$ cat config.mk
export PLATFORM = sky130hd
export DESIGN_NAME = cbl_timing
export DESIGN_NICKNAME = d
export VERILOG_FILES = /design/src/shared/cbl_pkg.sv /design/src/rtl/cbl_timing.sv
export SDC_FILE = /design/constraint.sdc
export NUM_CORES = 1
export LEC_CHECK = 0
export ABC_AREA = 1
export BUFFER_PORTS_ARGS = -buffer_cell sky130_fd_sc_hd__clkbuf_2
export CAP_MARGIN = 10
export CORE_MARGIN = 3
export CORE_UTILIZATION = 32
export CTS_BUF_LIST = sky130_fd_sc_hd__clkbuf_8
export DETAILED_ROUTE_END_ITERATION = 10
export PLACE_DENSITY = 0.58
export RECOVER_POWER = 100
export SLEW_MARGIN = 20
export SYNTH_ARGS = -nofsm -noshare
export SYNTH_HDL_FRONTEND = slang
export SYNTH_SLANG_ARGS = --single-unit
export TNS_END_PERCENT = 10
$ cat constraint.sdc
create_clock -name clk -period 2.2 [get_ports clk]
set_input_delay 0.55 -clock clk [delete_from_list [all_inputs] [get_ports clk]]
set_output_delay 0.55 -clock clk [all_outputs]
set_load 0.01 [all_outputs]
$ cat src/shared/cbl_pkg.sv
// ==========================================================
// shared constants for the ccd black-level and convert timing
// ==========================================================
`default_nettype none
package cbl_pkg;

  // ========================================================
  // master clock and converter strobe timing
  // ========================================================
  localparam int unsigned CLK_PERIOD_PS  = 25000;  // 40 mhz master oscillator
  localparam int unsigned STROBE_NOM_PS  = 30000;  // nominal convert strobe width
  localparam int unsigned STROBE_MAX_PS  = 40000;  // strobe must stay at or below this
  localparam int unsigned STROBE_LEAD_PS = 10000;  // strobe lead ahead of sample point
  // nominal width rounds down, never below one cycle
  localparam int unsigned STROBE_CYC =
    (STROBE_NOM_PS / CLK_PERIOD_PS) < 1 ? 1 : (STROBE_NOM_PS / CLK_PERIOD_PS);
  localparam int unsigned STROBE_MAX_CYC = STROBE_MAX_PS / CLK_PERIOD_PS;

  // ========================================================
  // divider structure
  // ========================================================
  localparam int unsigned PIX_CYC = 4;             // master cycles per pixel
  localparam int unsigned TCK_CYC = 2 * PIX_CYC;   // master cycles per transport period

  // quadrature phase states, gray order so each step flips one bit
  typedef enum logic [1:0] {
    CBL_PH_00 = 2'b00,
    CBL_PH_01 = 2'b01,
    CBL_PH_11 = 2'b11,
    CBL_PH_10 = 2'b10
  } cbl_phase_t;

  // ========================================================
  // exposure down counter and decode states
  // ========================================================
  localparam int unsigned CNT_W        = 8;
  localparam logic [7:0]  START_BASE   = 8'h51;  // 81 transport counts
  localparam logic [7:0]  START_EXT    = 8'hca;  // 202 with lengthened exposure
  localparam logic [7:0]  EXP_ADD      = 8'h80;  // 128 added for long exposure
  localparam logic [7:0]  CLAMP_HI     = 8'h4b;  // 75, clamp window first state
  localparam logic [7:0]  CLAMP_LO     = 8'h4a;  // 74, clamp window last state
  localparam logic [7:0]  SAMPLE_BASE  = 8'h04;  // 4, sample state before offset
  localparam logic [7:0]  CNT_TERM     = 8'h00;  // terminal count
  localparam logic [7:0]  MIN_PIXELS   = 8'ha1;  // 161 pixel periods per readout
  // clamp window shifts with the start value
  localparam logic [7:0]  CLAMP_SHIFT  = START_EXT - START_BASE;
  localparam logic [7:0]  CLAMP_HI_EXT = CLAMP_HI + CLAMP_SHIFT;
  localparam logic [7:0]  CLAMP_LO_EXT = CLAMP_LO + CLAMP_SHIFT;
  localparam logic [7:0]  SAMPLE_EXT   = SAMPLE_BASE + EXP_ADD;  // 132

endpackage : cbl_pkg
`default_nettype wire

$ cat src/rtl/cbl_timing.sv
// Operation
// - counter steps once per transport period
// - start count at least 81 transport periods
// - clamp two counts wide, states 75 and 74, or 196 and 195 when extended
// - long exposure start value becomes 202
// - sample decoded at state 132 when extended
// - decodes taken from both counter stages
// - switches toggle exactly at dark-reference pixels
// - clamp and sample use separate intervals
// - correction repeats at dark-reference rate
// - sample and correction every readout cycle
// - convert strobe positive, nominally 30 ns; the code drives it for one 25 ns master cycle
// - strobe leads sample point by 10 ns
// - strobe ends where reset clock begins
// - strobe is phase d and delayed b
// - delayed b keeps strobe 40 ns or less
// - extra delay aligns strobe with reset clock
// - divide by four phases, then transport divide
// - clamp open except pre-data dark pixels
`timescale 1ns/1ps
`default_nettype none

module cbl_timing (
  input  wire logic clk,
  input  wire logic rstn,
  input  wire logic long_exposure,
  output logic      output_reset_clock,
  output logic      transport_clock,
  output logic      line_transfer_clock,
  output logic      white_ref_clock,
  output logic      clamp_switch_ctrl,
  output logic      sample_switch_ctrl,
  output logic      convert_strobe
);

  // ========================================================
  // quadrature phase divider
  // ========================================================
  cbl_pkg::cbl_phase_t phase_q;
  cbl_pkg::cbl_phase_t phase_d;
  logic                ph_a;
  logic                ph_b;
  logic                ph_d;

  // divide by four into four quadrature-complementary phases
  always_comb begin
    case (phase_q)
      cbl_pkg::CBL_PH_00: phase_d = cbl_pkg::CBL_PH_01;
      cbl_pkg::CBL_PH_01: phase_d = cbl_pkg::CBL_PH_11;
      cbl_pkg::CBL_PH_11: phase_d = cbl_pkg::CBL_PH_10;
      cbl_pkg::CBL_PH_10: phase_d = cbl_pkg::CBL_PH_00;
      default:            phase_d = cbl_pkg::CBL_PH_00;
    endcase
  end

  always_ff @(posedge clk or negedge rstn) begin
    if (!rstn) begin
      phase_q <= cbl_pkg::CBL_PH_00;
    end else begin
      phase_q <= phase_d;
    end
  end

  // phase c is the complement of a and is not needed here
  assign ph_a = phase_q[0];
  assign ph_b = phase_q[1];
  assign ph_d = ~phase_q[1];

  // ========================================================
  // long exposure pin synchroniser
  // ========================================================
  logic ext_sy1_q;
  logic ext_sy2_q;
  logic ext_sy3_q;
  logic ext_lvl_q;
  logic ext_lvl_d;

  // level only moves once the last two stages agree
  always_comb begin
    ext_lvl_d = ext_lvl_q;
    if (ext_sy2_q == ext_sy3_q) begin
      ext_lvl_d = ext_sy3_q;
    end
  end

  always_ff @(posedge clk or negedge rstn) begin
    if (!rstn) begin
      ext_sy1_q <= 1'b0;
      ext_sy2_q <= 1'b0;
      ext_sy3_q <= 1'b0;
      ext_lvl_q <= 1'b0;
    end else begin
      ext_sy1_q <= long_exposure;
      ext_sy2_q <= ext_sy1_q;
      ext_sy3_q <= ext_sy2_q;
      ext_lvl_q <= ext_lvl_d;
    end
  end

  // ========================================================
  // transport clock and exposure down counter
  // ========================================================
  logic       pix_edge;
  logic       step;
  logic       term;
  logic       tck_q;
  logic       tck_d;
  logic [7:0] cnt_q;
  logic [7:0] cnt_d;
  logic       mode_q;
  logic       mode_d;
  logic [7:0] start_val;

  // pixel boundary sits where phase a rises, so the transport
  // clock edge lines up with the reset clock rise
  assign pix_edge = (phase_q == cbl_pkg::CBL_PH_01);
  assign step     = pix_edge & ~tck_q;
  assign term     = (cnt_q == cbl_pkg::CNT_TERM);
  // mode changes only at reload so a frame never mixes decodes
  assign start_val = ext_lvl_q ? cbl_pkg::START_EXT : cbl_pkg::START_BASE;

  always_comb begin
    tck_d  = pix_edge ? ~tck_q : tck_q;
    cnt_d  = cnt_q;
    mode_d = mode_q;
    if (step) begin
      if (term) begin
        mode_d = ext_lvl_q;
        cnt_d  = start_val;
      end else begin
        cnt_d  = cnt_q - 8'h01;
      end
    end
  end

  always_ff @(posedge clk or negedge rstn) begin
    if (!rstn) begin
      tck_q  <= 1'b0;
      cnt_q  <= 8'h00;
      mode_q <= 1'b0;
    end else begin
      tck_q  <= tck_d;
      cnt_q  <= cnt_d;
      mode_q <= mode_d;
    end
  end

  // ========================================================
  // black-level switch decode and transfer pulses
  // ========================================================
  logic clamp_hit;
  logic sample_hit;
  logic xfer_q;
  logic xfer_d;
  logic wref_q;
  logic wref_d;
  logic clamp_q;
  logic clamp_d;
  logic sample_q;
  logic sample_d;

  // full eight bits span both four-bit stages of the counter chain;
  // clamp and sample sit on different counts because the clamp
  // disturbs the signal the sample would measure
  always_comb begin
    if (mode_q) begin
      clamp_hit  = (cnt_q == cbl_pkg::CLAMP_HI_EXT) | (cnt_q == cbl_pkg::CLAMP_LO_EXT);
      sample_hit = (cnt_q == cbl_pkg::SAMPLE_EXT);
    end else begin
      clamp_hit  = (cnt_q == cbl_pkg::CLAMP_HI) | (cnt_q == cbl_pkg::CLAMP_LO);
      sample_hit = (cnt_q == cbl_pkg::SAMPLE_BASE);
    end
  end

  // every frame in one mode repeats the same decodes, so correction runs each readout
  always_comb begin
    xfer_d   = step ? term : xfer_q;
    wref_d   = xfer_d & tck_d;  // first transport half only
    clamp_d  = clamp_hit;
    sample_d = sample_hit;
  end

  always_ff @(posedge clk or negedge rstn) begin
    if (!rstn) begin
      xfer_q   <= 1'b0;
      wref_q   <= 1'b0;
      clamp_q  <= 1'b0;
      sample_q <= 1'b0;
    end else begin
      xfer_q   <= xfer_d;
      wref_q   <= wref_d;
      clamp_q  <= clamp_d;
      sample_q <= sample_d;
    end
  end

  // ========================================================
  // reset clock and converter strobe
  // ========================================================
  logic b_dly_q;
  logic rclk_q;
  logic strobe_q;
  logic strobe_d;

  // the flop on b stands in for the gate delay; reset clock and
  // strobe both pass one more flop so their relative timing holds
  always_comb begin
    strobe_d = ph_d & b_dly_q;
  end

  always_ff @(posedge clk or negedge rstn) begin
    if (!rstn) begin
      b_dly_q  <= 1'b0;
      rclk_q   <= 1'b0;
      strobe_q <= 1'b0;
    end else begin
      b_dly_q  <= ph_b;
      rclk_q   <= ph_a;
      strobe_q <= strobe_d;
    end
  end

  assign output_reset_clock  = rclk_q;
  assign transport_clock     = tck_q;
  assign line_transfer_clock = xfer_q;
  assign white_ref_clock     = wref_q;
  assign clamp_switch_ctrl   = clamp_q;
  assign sample_switch_ctrl  = sample_q;
  assign convert_strobe      = strobe_q;

  // ========================================================
  // assertions
  // ========================================================
  property p_phase_seq;
    @(posedge clk) disable iff (!rstn)
      (phase_q == cbl_pkg::CBL_PH_00) |=> (phase_q == cbl_pkg::CBL_PH_01) ##1
      (phase_q == cbl_pkg::CBL_PH_11) ##1 (phase_q == cbl_pkg::CBL_PH_10);
  endproperty
  a_phase_seq: assert property (p_phase_seq) else $error("phase order broken");

  property p_cnt_step;
    @(posedge clk) disable iff (!rstn)
      (cnt_q != $past(cnt_q)) |-> $past(step) && $past(tck_q) == 1'b0;
  endproperty
  a_cnt_step: assert property (p_cnt_step) else $error("counter moved off transport edge");

  property p_reload;
    @(posedge clk) disable iff (!rstn)
      (step && term) |=> xfer_q && (cnt_q >= cbl_pkg::START_BASE);
  endproperty
  a_reload: assert property (p_reload) else $error("terminal count did not reload");

  property p_start_min;
    @(posedge clk) disable iff (!rstn)
      $rose(xfer_q) |-> (cnt_q == cbl_pkg::START_BASE) || (cnt_q == cbl_pkg::START_EXT);
  endproperty
  a_start_min: assert property (p_start_min) else $error("bad start value");

  property p_clamp_width;
    @(posedge clk) disable iff (!rstn)
      $rose(clamp_q) |-> clamp_q [*8] ##1 clamp_q [*8] ##1 !clamp_q;
  endproperty
  a_clamp_width: assert property (p_clamp_width) else $error("clamp not four pixels");

  property p_clamp_state;
    @(posedge clk) disable iff (!rstn)
      clamp_q |-> $past(cnt_q) == (mode_q ? cbl_pkg::CLAMP_HI_EXT : cbl_pkg::CLAMP_HI)
               || $past(cnt_q) == (mode_q ? cbl_pkg::CLAMP_LO_EXT : cbl_pkg::CLAMP_LO);
  endproperty
  a_clamp_state: assert property (p_clamp_state) else $error("clamp outside dark pixels");

  property p_sample_state;
    @(posedge clk) disable iff (!rstn)
      sample_q |-> $past(cnt_q) == (mode_q ? cbl_pkg::SAMPLE_EXT : cbl_pkg::SAMPLE_BASE);
  endproperty
  a_sample_state: assert property (p_sample_state) else $error("sample at wrong count");

  property p_separate;
    @(posedge clk) disable iff (!rstn)
      !(clamp_q && sample_q);
  endproperty
  a_separate: assert property (p_separate) else $error("clamp and sample overlap");

  property p_strobe_shape;
    @(posedge clk) disable iff (!rstn)
      $rose(strobe_q) |=> !strobe_q [*3] ##1 strobe_q;
  endproperty
  a_strobe_shape: assert property (p_strobe_shape) else $error("strobe too wide");

  property p_strobe_end;
    @(posedge clk) disable iff (!rstn)
      $fell(strobe_q) |-> $rose(rclk_q);
  endproperty
  a_strobe_end: assert property (p_strobe_end) else $error("strobe end not at reset clock");

  property p_strobe_src;
    @(posedge clk) disable iff (!rstn)
      strobe_q |-> $past(phase_q) == cbl_pkg::CBL_PH_00 && !rclk_q;
  endproperty
  a_strobe_src: assert property (p_strobe_src) else $error("strobe decode wrong");

  property p_tck_align;
    @(posedge clk) disable iff (!rstn)
      (tck_q != $past(tck_q)) |-> $rose(rclk_q);
  endproperty
  a_tck_align: assert property (p_tck_align) else $error("transport edge off reset rise");

endmodule : cbl_timing

`default_nettype wire

==> impl_results.md, run 1 <==
* Worst min-delay path class: reg2reg
* Final Max Slew Viols at 0
* Most common cell after layout, fill and taps aside: nand2_1
* CP top delay family: simple AND/OR/NAND/NOR gates
* Mapped Avg Cell Area at a little over 9 µm²
* Area growth syn-to-layout at 10.3%
* WL final at 1.95 mm
* Root buf cell: clkbuf_8
* Max_slew headroom at 18.5%
* Dpl cells at approximately 170
* Routed WL per cell at 10.9 µm
* Path depth of the worst reg2reg path at 9
* Clock Tree Buf Depth at 2
* Critical path peak fanout at 9
* Fillers at ~340
* Setup_tns at 0 ps
* WHS Endpoint: ext_sy2_q
* Total power at 0.719 mW
* Clock period minus final worst setup slack at roughly 1700 ps
* # DRC at 0
* First DRT Iteration DRCs at 26
* Storage cell area at 576 µm²
* Pwr Density at 589 nW/µm²
* Global Route Usage Sum at 10.9%
* Initial antenna violation count at 0
* Mapped Cells at between 100 and 150
* Syn nets at 130
* Hold Crit Start: ext_sy1_q
* Yosys warns at 0
* Startpoint types: register
* RSZ-0062 raised after global routing: false
* Vias in the first global route at 727
* Vias after detailed routing at about 770
* Sink Count at 23
* Die area at 4200 µm²
* Crit path kind: reg2reg
* Total gr overflow at 0
* Status: finished, final reports clean
* Max stage delay on crit path at between 400 and 500 ps
* Clk_skew at 11.1 ps
* Vias per cell at 4.31
* Buffers on Ports at 9
* # nets final at between 100 and 150
* Global-route wire length before repair at 3.42 mm
* Worst Path Required at 2360 ps
* Final design utilization at 38.4%
* Postcts setup bufs at 0
* Worst R2R End: cnt_q[7]
* Number of synthesized register bits at 23
* Chip Width at roughly 65 µm
* Core area at around 3200 µm²
* WP data arrival at about 1900 ps
* Non-filler cells in the finished layout at roughly 180
* Worst Max-Slew Pin Slew at around 1200 ps
* Footprint of the multi-input gates at 432 µm²
* Fin. Hold Viols at 0
* CP Capture Type: register
* GPL Wtd Cong at 0.838
* DRT Pass-1 Iters at 4
* CP most frequent cell: nand2_1
* Post-DP Area at 1200 µm²
* Peak supply drop at 0.537 mV
* Hold WS at between 300 and 400 ps
* R2r setup slk at 460 ps
* Highest clock rate at 573 MHz
* Hold path depth at 0
* Clock slew at reported path FFs at 80 ps
* Starting Density at between 30% and 40%
* CTS tree: done
* Most frequent cells in the layout: nand2_1 (31), dfrtp_1 (23), inv_1 (19)
* Register area share after synthesis at 52.0%
* # resized after CTS at 0
* Crit-path cells: inv_1 > ha_1 > nand3_4 > nor2_2 > nand2_4 > nand2_1 > inv_2 > nand2_1 > nand2_1
* Worst Path Buf+Inv at 2
* H-Tree Level Count at 1
* Largest net degree at the start of global routing at 24
* DPL Wire Length at about 1.4 mm
* Clk_lat worst skew at around 270 ps
* Final setup viols at 0
* Antenna cell count at 0
* Cell variety after synth at 21
* RR Startpoint: cnt_q[0]
* Die Y at 64.8 µm
* Final ANT Viol Nets at 0
* Final period util at about four fifths
* Slowest CP cell: dfrtp_1
* Setup WS pre-CTS at around 690 ps
* Synthesized area at between 1000 and 1500 µm²
* Post-route cell area at 1220 µm²
* Cts bufs inserted at 3
* Share of cells above drive strength 1 at a little over a tenth
* Leakage at 0.615 nW
* Max-Cap Viols at 0
* Setup ws final at 455 ps
* CTS Hold Bufs at 0
* Number of placement rows at 20
* IO Count at 10
[synth_stat cells]
| master | n | area share, % |
|---|---|---|
| nand2_1 | 30 | 10 |
| dfrtp_1 | 23 | 52 |
| inv_1 | 19 | 6.4 |
| nor2_1 | 15 | 5.1 |
| ha_1 | 5 | 5.6 |
| nand3_1 | 5 | 2.3 |
| o21ai_1 | 5 | 2.3 |
| nand2_4 | 4 | 4.1 |
| a21oi_1 | 2 | 0.90 |
| nor2_4 | 2 | 2.0 |
| o21ai_0 | 2 | 0.90 |
| a21oi_2 | 1 | 0.79 |
| clkbuf_1 | 1 | 0.34 |
| inv_2 | 1 | 0.34 |
| maj3_1 | 1 | 0.90 |
| nand3_4 | 1 | 1.6 |
| nand4_1 | 1 | 0.57 |
| nor2_8 | 1 | 1.8 |
| nor3_1 | 1 | 0.45 |
| o211ai_1 | 1 | 0.68 |
| xor2_1 | 1 | 0.79 |
[layout make-up]
type	count	area share, %
Sequential cell	23	47.1
Tap cell	44	4.51
Multi-Input combinational cell	78	35.3
Clock buffer	3	3.38
Clock inverter	1	0.615
Inverter	20	6.15
Timing Repair Buffer	9	2.87
[cells by family (layout without fill, tap and decap cells)]
| family | after synthesis | count (layout) | synth area share (%) |
|---|---|---|---|
| compound gates | 11 | 11 | 5.54 |
| simple gates | 60 | 60 | 28.0 |
| fa+ha+maj | 6 | 6 | 6.55 |
| xor+xnor | 1 | 1 | 0.791 |
| flops | 23 | 23 | 52.0 |
| buf+inv | 21 | 33 | 7.12 |
[sequential cells by signal (all words and copies together) (netlist names)]
signal and flops:
ext_sy3_q 1, mode_q 1, white_ref_clock 1, convert_strobe 1, ext_sy2_q 1, phase_q 2
output_reset_clock 1, cnt_q 8, ext_lvl_q 1, sample_switch_ctrl 1, clamp_switch_ctrl 1, line_transfer_clock 1
b_dly_q 1, transport_clock 1, ext_sy1_q 1
[routing by layer]
| layer | part of all wire [%] | global-route usage [%] |
|---|---|---|
| met5 | 0 | 0 |
| met4 | 0.98 | 2.37 |
| met3 | 4.6 | 4.16 |
| met2 | 46 | 16.1 |
| met1 | 49 | 15.0 |
[power breakdown]
part	internal, mW	switching (mW)	leakage, nW
logic	0.00237	0.0101	0.303
clock network	0.128	0.148	0.0217
registers	0.427	0.00267	0.290
total	0.558	0.161	0.615
[worst max path at each step]
stage / slack (ps) / start / endpoint / cells after the start
final: 460 / cnt_q[0] / cnt_q[7] / 9
after global placement: 720 / cnt_q[0] / cnt_q[7] / 9
after global routing: 300 / cnt_q[0] / cnt_q[0] / 7
after floorplan: 840 / cnt_q[0] / cnt_q[7] / 9
after detailed placement: 690 / cnt_q[0] / cnt_q[7] / 9
after CTS: 670 / cnt_q[0] / cnt_q[7] / 9
Power figures use the tool's default switching activity.
==> run 2: changes to the inputs <==
- ABC_AREA: 1 -> 0
- clock period: 2.2 -> 1.7 ns (I/O delays scaled with it)
==> run 2 against run 1 <==
Via count increased by 4.7%. Total power increased by 27%. Combinational power increased by 19%. Wire length increased by 7.8%. Maximum frequency increased by 10%. Non-clock buffer count increased by 8. Highest routed layer unchanged. Register-to-register slack got worse by 330 ps. Sequential power increased by 29%. Largest power group unchanged. Die area increased by 1.5%.
==> impl_results.md, run 2 <==
* Top_reg_cell synth: dfrtp_1
* Yosys warns at 0 (unchanged)
* Dominant cell type by area after synthesis: dfrtp_1
* Largest net degree at the start of global routing at 24 (unchanged)
* Top-count cell post-synth: dfrtp_1
* Global route hottest layer: met2
* Initial antenna violation count at 0 (unchanged)
* Status: finished, final reports clean
* Peak supply drop at 0.408 mV (-24%)
* Hold WS at 262 ps (-96.7 ps)
* Crit path kind: reg2reg
* Hold Crit Start: long_exposure
* Top cells by count, synth: dfrtp_1 (23), inv_1 (9), nor2_1 (6)
* GR met3 Demand/Resource at 3.76% (-0.40 points)
* Highest clock rate at 633 MHz (+10%)
* Async S/R FF share, synth at 100% (unchanged)
* Cts bufs inserted at 3 (unchanged)
* CTS tree: done
* # nets final at 121 (-15%)
* DRT Pass-1 Iters at 4 (unchanged)
* Mapped Avg Cell Area at 11.7 µm² (+29%)
* Total gr overflow at 0 (unchanged)
* Max-Cap Viols at 0 (unchanged)
* Sink Count at 23 (unchanged)
* Worst min-delay path class: in2reg
* Dominant combinational cell family by area after synthesis: simple AND/OR/NAND/NOR gates
* Syn nets at 104 (-20%)
* Leakage at 0.579 nW (-5.8%)
* Worst Path Required at 1860 ps (-500 ps)
* First DRT Iteration DRCs at 50 (+92%)
* Number of placement rows at 20 (unchanged)
* Routed WL per cell at 13.5 µm (+23%)
* Register area share after synthesis at 51.1% (-0.87 points)
* Top flop regs: cnt_q (8), phase_q (2)
* # DRC at 0 (unchanged)
* Antenna cell count at 0 (unchanged)
* Post-synthesis xor/xnor area fraction at 0.778% (-0.013 points)
* Die area at 4270 µm² (+1.5%)
* Buffers on Ports at 9 (unchanged)
* Biggest register: cnt_q
* Global-route wire length before repair at 3.65 mm (+6.7%)
* Fin. Hold Viols at 0 (unchanged)
* Clock period minus final worst setup slack at 1580 ps (-165 ps)
* Mapped Cells at 96 (-21%)
* Global Route Usage Sum at 11.3% (+0.39 points)
* Max_slew headroom at 21.7% (+3.2 points)
* Number of synthesized register bits at 23 (unchanged)
* Most frequent cells in the layout: dfrtp_1 (23), inv_1 (9), clkbuf_1 (9)
* Die Y at 65.3 µm (+0.76%)
* Area fraction of the dominant cell type after synthesis at 51.1% (-0.87 points)
* GPL Wtd Cong at 0.767 (-8.4%)
* Clock Tree Buf Depth at 2 (unchanged)
* CP startpoint: phase_q[0]
* CTS Hold Bufs at 0 (unchanged)
* Final setup viols at 0 (unchanged)
* Post-Synth Simple-Gate Area at 21.1% (-6.9 points)
* Area growth syn-to-layout at 14.0%
* WL final at 2.10 mm (+7.8%)
* Final period util at 92.9% (+14 points)
* M1 GR Usage at 14.6% (-0.46 points)
* Adder-cell area share of the yosys netlist at 6.44% (-0.11 points)
* Startpoint types: register
* Post-DP Area at 1230 µm² (+2.3%)
* Chip Width at 65.3 µm (+0.76%)
* WP data arrival at 1740 ps (-170 ps)
* Clk_skew at 5.16 ps (-5.96 ps)
* Final Max Slew Viols at 0 (unchanged)
* Post-synthesis mux area share at 1.00% (+1.0 points)
* Vias after detailed routing at 804 (+4.7%)
* Largest cells by area after synthesis: dfrtp_1 (51%), ha_1 (5.6%), inv_1 (3.0%), and4_1 (2.3%), a21oi_1 (2.2%)
* Share of cells above drive strength 1 at 23.2% (+13 points)
* Critical path peak fanout at 5 (-4)
* H-Tree Level Count at 1 (unchanged)
* Met2 Use GR at 17.7% (+1.6 points)
* Root buf cell: clkbuf_8
* CP Capture Type: register
* Final ANT Viol Nets at 0 (unchanged)
* DPL Wire Length at 1.53 mm (+5.4%)
* Vias in the first global route at 777 (+6.9%)
* EDFF count, synth at 0 (unchanged)
* Clock slew at reported path FFs at 80 ps (about the same)
* Vias per cell at 5.15 (+19%)
* Pwr Density at 713 nW/µm² (+21%)
* Most common cell after layout, fill and taps aside: dfrtp_1
* Core area at 3200 µm² (+0.79%)
* Clk_lat worst skew at 270 ps (about the same)
* Compound-Gate Fraction of Synth Area at 12.3% (+6.8 points)
* IO Count at 10 (unchanged)
* Cell variety after synth at 41 (+95%)
* Synthesized area at 1130 µm² (+1.7%)
* Number of flip-flops in the largest register at 8 (unchanged)
* RR Startpoint: phase_q[0]
* Post-route cell area at 1280 µm² (+5.1%)
* Starting Density at 35.2% (+0.31 points)
* Worst Max-Slew Pin Slew at 1170 ps (-47.4 ps)
## run 2: cell types whose count changed after synthesis, moves of 3 or more
cell	delta
nand2_4	-4
nor2b_1	+3
nand2_1	-26
nor2_1	-9
o21ai_1	-5
a21oi_1	+3
nand3_1	-4
inv_1	-10
and4_1	+3
## run 2: cells by family after synthesis
family                     Yosys count
muxes                                1
and+or+nand+nor                     33
xor gates and xnor gates             1
AOI/OAI and AO/OA                   18
buffers and inverters               14
DFF                                 23
adders and majority gates            6
## run 2: final cells by class
cell class / instances / area [µm²]
timing repair buffer: 17 / 91.3
inverter: 9 / 33.8
clock buffer: 3 / 41.3
clock inverter: 1 / 7.51
tap: 44 / 55.1
sequential: 23 / 576
multi-input combinational: 59 / 479
fill: 345 / 1920
## run 2: power breakdown
group / leakage [nW] / internal [mW] / switching [mW] / total (mW)
clock: 0.0217 / 0.166 / 0.179 / 0.344
sequential: 0.290 / 0.552 / 0.00375 / 0.556
combinational: 0.267 / 0.00326 / 0.0117 / 0.0149
## run 2: repair_timing
action / in CTS / in global routing
endpoints found under the setup margin: 0 / 4
resized for setup: 0 / 3
buffers inserted: 0 / 1
## run 2: worst paths after layout
| check | endpoint | slack [ps] | cells past startpoint |
|---|---|---|---|
| worst max register to register | mode_q | 120 | 5 |
| max in group asynchronous | cnt_q[3] | 630 | 1 |
| worst min-delay path | ext_sy1_q | 260 | 1 |
| min in group asynchronous | clamp_switch_ctrl | 370 | 1 |
| worst max-delay path | mode_q | 120 | 5 |
| worst min register to register | ext_sy2_q | 360 | 0 |
## run 2: critical path: stages (launching register included)
cell	delay, ps
dfrtp_1	400
nor2b_1	140
ha_2	200
and4bb_2	270
and3_2	240
or2_1	230
## run 2: per-layer routing
metal  up-vias  share of wire [%]
met4         0                1.5
met3         4                5.6
met1       405                 44
met5         -                  0
li1        374                  -
met2        21                 49
## run 2: stage by stage
step	worst slack [ps]	utilization (%)	instances	TNS, ps	power, mW
floorplan	192	-	96	0	0.570
global placement	84.6	38.4	151	0	0.583
detailed placement	70.3	38.4	151	0	0.584
CTS	48.5	40.0	155	0	0.936
global route	-2.22	40.1	156	-2.22	0.963
finish	120	40.1	156	0	0.915
==> run 3: changes to the inputs <==
- CORE_MARGIN: 3 -> unset
- clock period: 1.7 -> 1.83 ns (I/O delays scaled with it)
==> run 3 against run 2 <==
Largest power group unchanged. Non-clock buffer count fell by 6. Sequential power fell by 7.0%. First-iteration DRC count fell by 86%.
==> impl_results.md, run 3 (same netlist as run 2, synthesis figures left out) <==
* Met3 WL at 62 µm (-47%)
* Worst R2R End: cnt_q[5]
* Root buf cell: clkbuf_8
* First DRT Iteration DRCs at 7 (-86%)
* Metal-1 WL at 967 µm (+5.1%)
* Crit path kind: reg2reg
* Core area at 3360 µm² (+5.0%)
* Path depth of the worst reg2reg path at 5 (unchanged)
* Number of flip-flops in the largest register at 8 (unchanged)
* # resized after CTS at 0 (unchanged)
* DRT Pass-1 Iters at 4 (unchanged)
* Max_slew headroom at 17.5% (-4.2 points)
* Pwr Density at 689 nW/µm² (-3.4%)
* Chip Width at 61.3 µm (-6.1%)
* CP Capture Type: register
* Final setup viols at 0 (unchanged)
* Initial antenna violation count at 0 (unchanged)
* Postcts setup bufs at 0 (unchanged)
* Die Y at 61.3 µm (-6.1%)
* Share of cells above drive strength 1 at 15.1% (-8.1 points)
* RSZ-0062 raised after global routing: false
* Worst Path Required at 1990 ps (+130 ps)
* H-Tree Level Count at 1 (unchanged)
* Fin. Hold Viols at 0 (unchanged)
* Peak supply drop at 0.290 mV (-29%)
* Critical path peak fanout at 8 (+3)
* Most common cell after layout, fill and taps aside: dfrtp_1
* Top Metal Used: met4
* # DRC at 0 (unchanged)
* CTS tree: done
* Global Route Usage Sum at 13.5% (+2.3 points)
* Routed WL per cell at 13.3 µm (-1.1%)
* Worst min-delay path class: in2reg
* RR Startpoint: cnt_q[0]
* Setup ws final at 109 ps (-11.5 ps)
* WP data arrival at 1880 ps (+140 ps)
* Storage cell area at 576 µm² (unchanged)
* Non-filler cells in the finished layout at 152 (-2.6%)
* Final period util at 94.0% (+1.1 points)
* Footprint of the multi-input gates at 469 µm² (-2.1%)
* Clock Tree Buf Depth at 2 (unchanged)
* Global-route wire length before repair at 3.66 mm (+0.19%)
* Vias in the first global route at 794 (+2.2%)
* Fillers at 362 (+4.9%)
* Status: finished, final reports clean
* Most frequent cells in the layout: dfrtp_1 (23), inv_1 (10), clkbuf_1 (8)
* Leakage at 0.562 nW (-2.9%)
* Clk_lat worst skew at 270 ps (about the same)
* Final ANT Viol Nets at 0 (unchanged)
* Setup WS pre-CTS at 157 ps (+86.8 ps)
* Largest net degree at the start of global routing at 24 (unchanged)
* Startpoint types: register
* DR WL met2 at 957 µm (-7.0%)
* Cts bufs inserted at 3 (unchanged)
* Hold Crit Start: long_exposure
* Vias after detailed routing at 767 (-4.6%)
* Number of placement rows at 21 (+5.0%)
* Highest clock rate at 581 MHz (-8.2%)
* Clock period minus final worst setup slack at 1720 ps (+141 ps)
* Clock slew at reported path FFs at 80 ps (about the same)
* IO Count at 10 (unchanged)
* Die area at 3760 µm² (-12%)
* GPL Wtd Cong at 0.836 (+8.9%)
* Total gr overflow at 0 (unchanged)
* Antenna cell count at 0 (unchanged)
* CTS Hold Bufs at 0 (unchanged)
* Dpl cells at 148 (-2.0%)
* WL final at 2.02 mm (-3.6%)
* Top flop regs: cnt_q (8), phase_q (2)
* Sink Count at 23 (unchanged)
* R2r setup slk at 110 ps (about the same)
* WHS Endpoint: ext_sy1_q
* Biggest register: cnt_q
* Clk_skew at 1.58 ps (-3.58 ps)
* Vias per cell at 5.05 (-2.1%)
* Hold path depth at 1 (unchanged)
* Max-Cap Viols at 0 (unchanged)
* Setup_tns at 0 ps (unchanged)
* Worst Max-Slew Pin Slew at 1240 ps (+62.7 ps)
* DPL Wire Length at 1.41 mm (-7.6%)
* Starting Density at 33.5% (-1.7 points)
* Buffers on Ports at 9 (unchanged)
* Area growth syn-to-layout at 9.11%
* # nets final at 115 (-5.0%)
* Final Max Slew Viols at 0 (unchanged)
run 3: worst max-delay path by stage:
stage	startpoint	to	slack, ps	cells after the start
2_1_floorplan	cnt_q[0]	cnt_q[5]	320	5
3_3_place_gp	cnt_q[0]	cnt_q[5]	220	5
3_5_place_dp	cnt_q[0]	cnt_q[5]	160	5
4_1_cts	cnt_q[0]	cnt_q[5]	130	5
5_1_grt	cnt_q[0]	cnt_q[5]	4	5
6_report	cnt_q[0]	cnt_q[5]	110	5
run 3: critical path: stages, from the launching register on:
cell and delay (ps):
dfrtp_1 410, inv_1 160, ha_1 240, nor3b_4 370
a221oi_1 150, a221o_1 280
run 3: final cells by class:
class / instances / share of cell area, %
Timing Repair Buffer: 11 / 3.87
Tap cell: 46 / 4.68
Sequential cell: 23 / 46.8
Clock inverter: 1 / 0.305
Inverter: 9 / 2.75
Multi-Input combinational cell: 59 / 38.2
Clock buffer: 3 / 3.36
run 3: routing by layer:
metal | track usage, % | up-vias
met2 | 22.4 | 12
met3 | 2.52 | 5
li1 | - | 361
met4 | 5.84 | 0
met5 | 0 | -
met1 | 17.4 | 389
run 3: through the flow:
step                      hold WS [ps]  cell area, µm²  power (mW)  utilization (%)
final                              296            1230       0.846             36.5
after global routing               289            1230       0.879             36.5
after CTS                          201            1240       0.854             36.9
after detailed placement           336            1200       0.543             35.6
after global placement             338            1200       0.542             35.6
after floorplan                    162            1130       0.529                -
run 3: power by group:
group	switching (mW)	leakage (nW)	total [mW]	internal (mW)
combinational	0.0115	0.245	0.0145	0.00302
clock	0.165	0.0269	0.315	0.150
sequential	0.00356	0.290	0.517	0.513
total	0.180	0.562	0.846	0.666
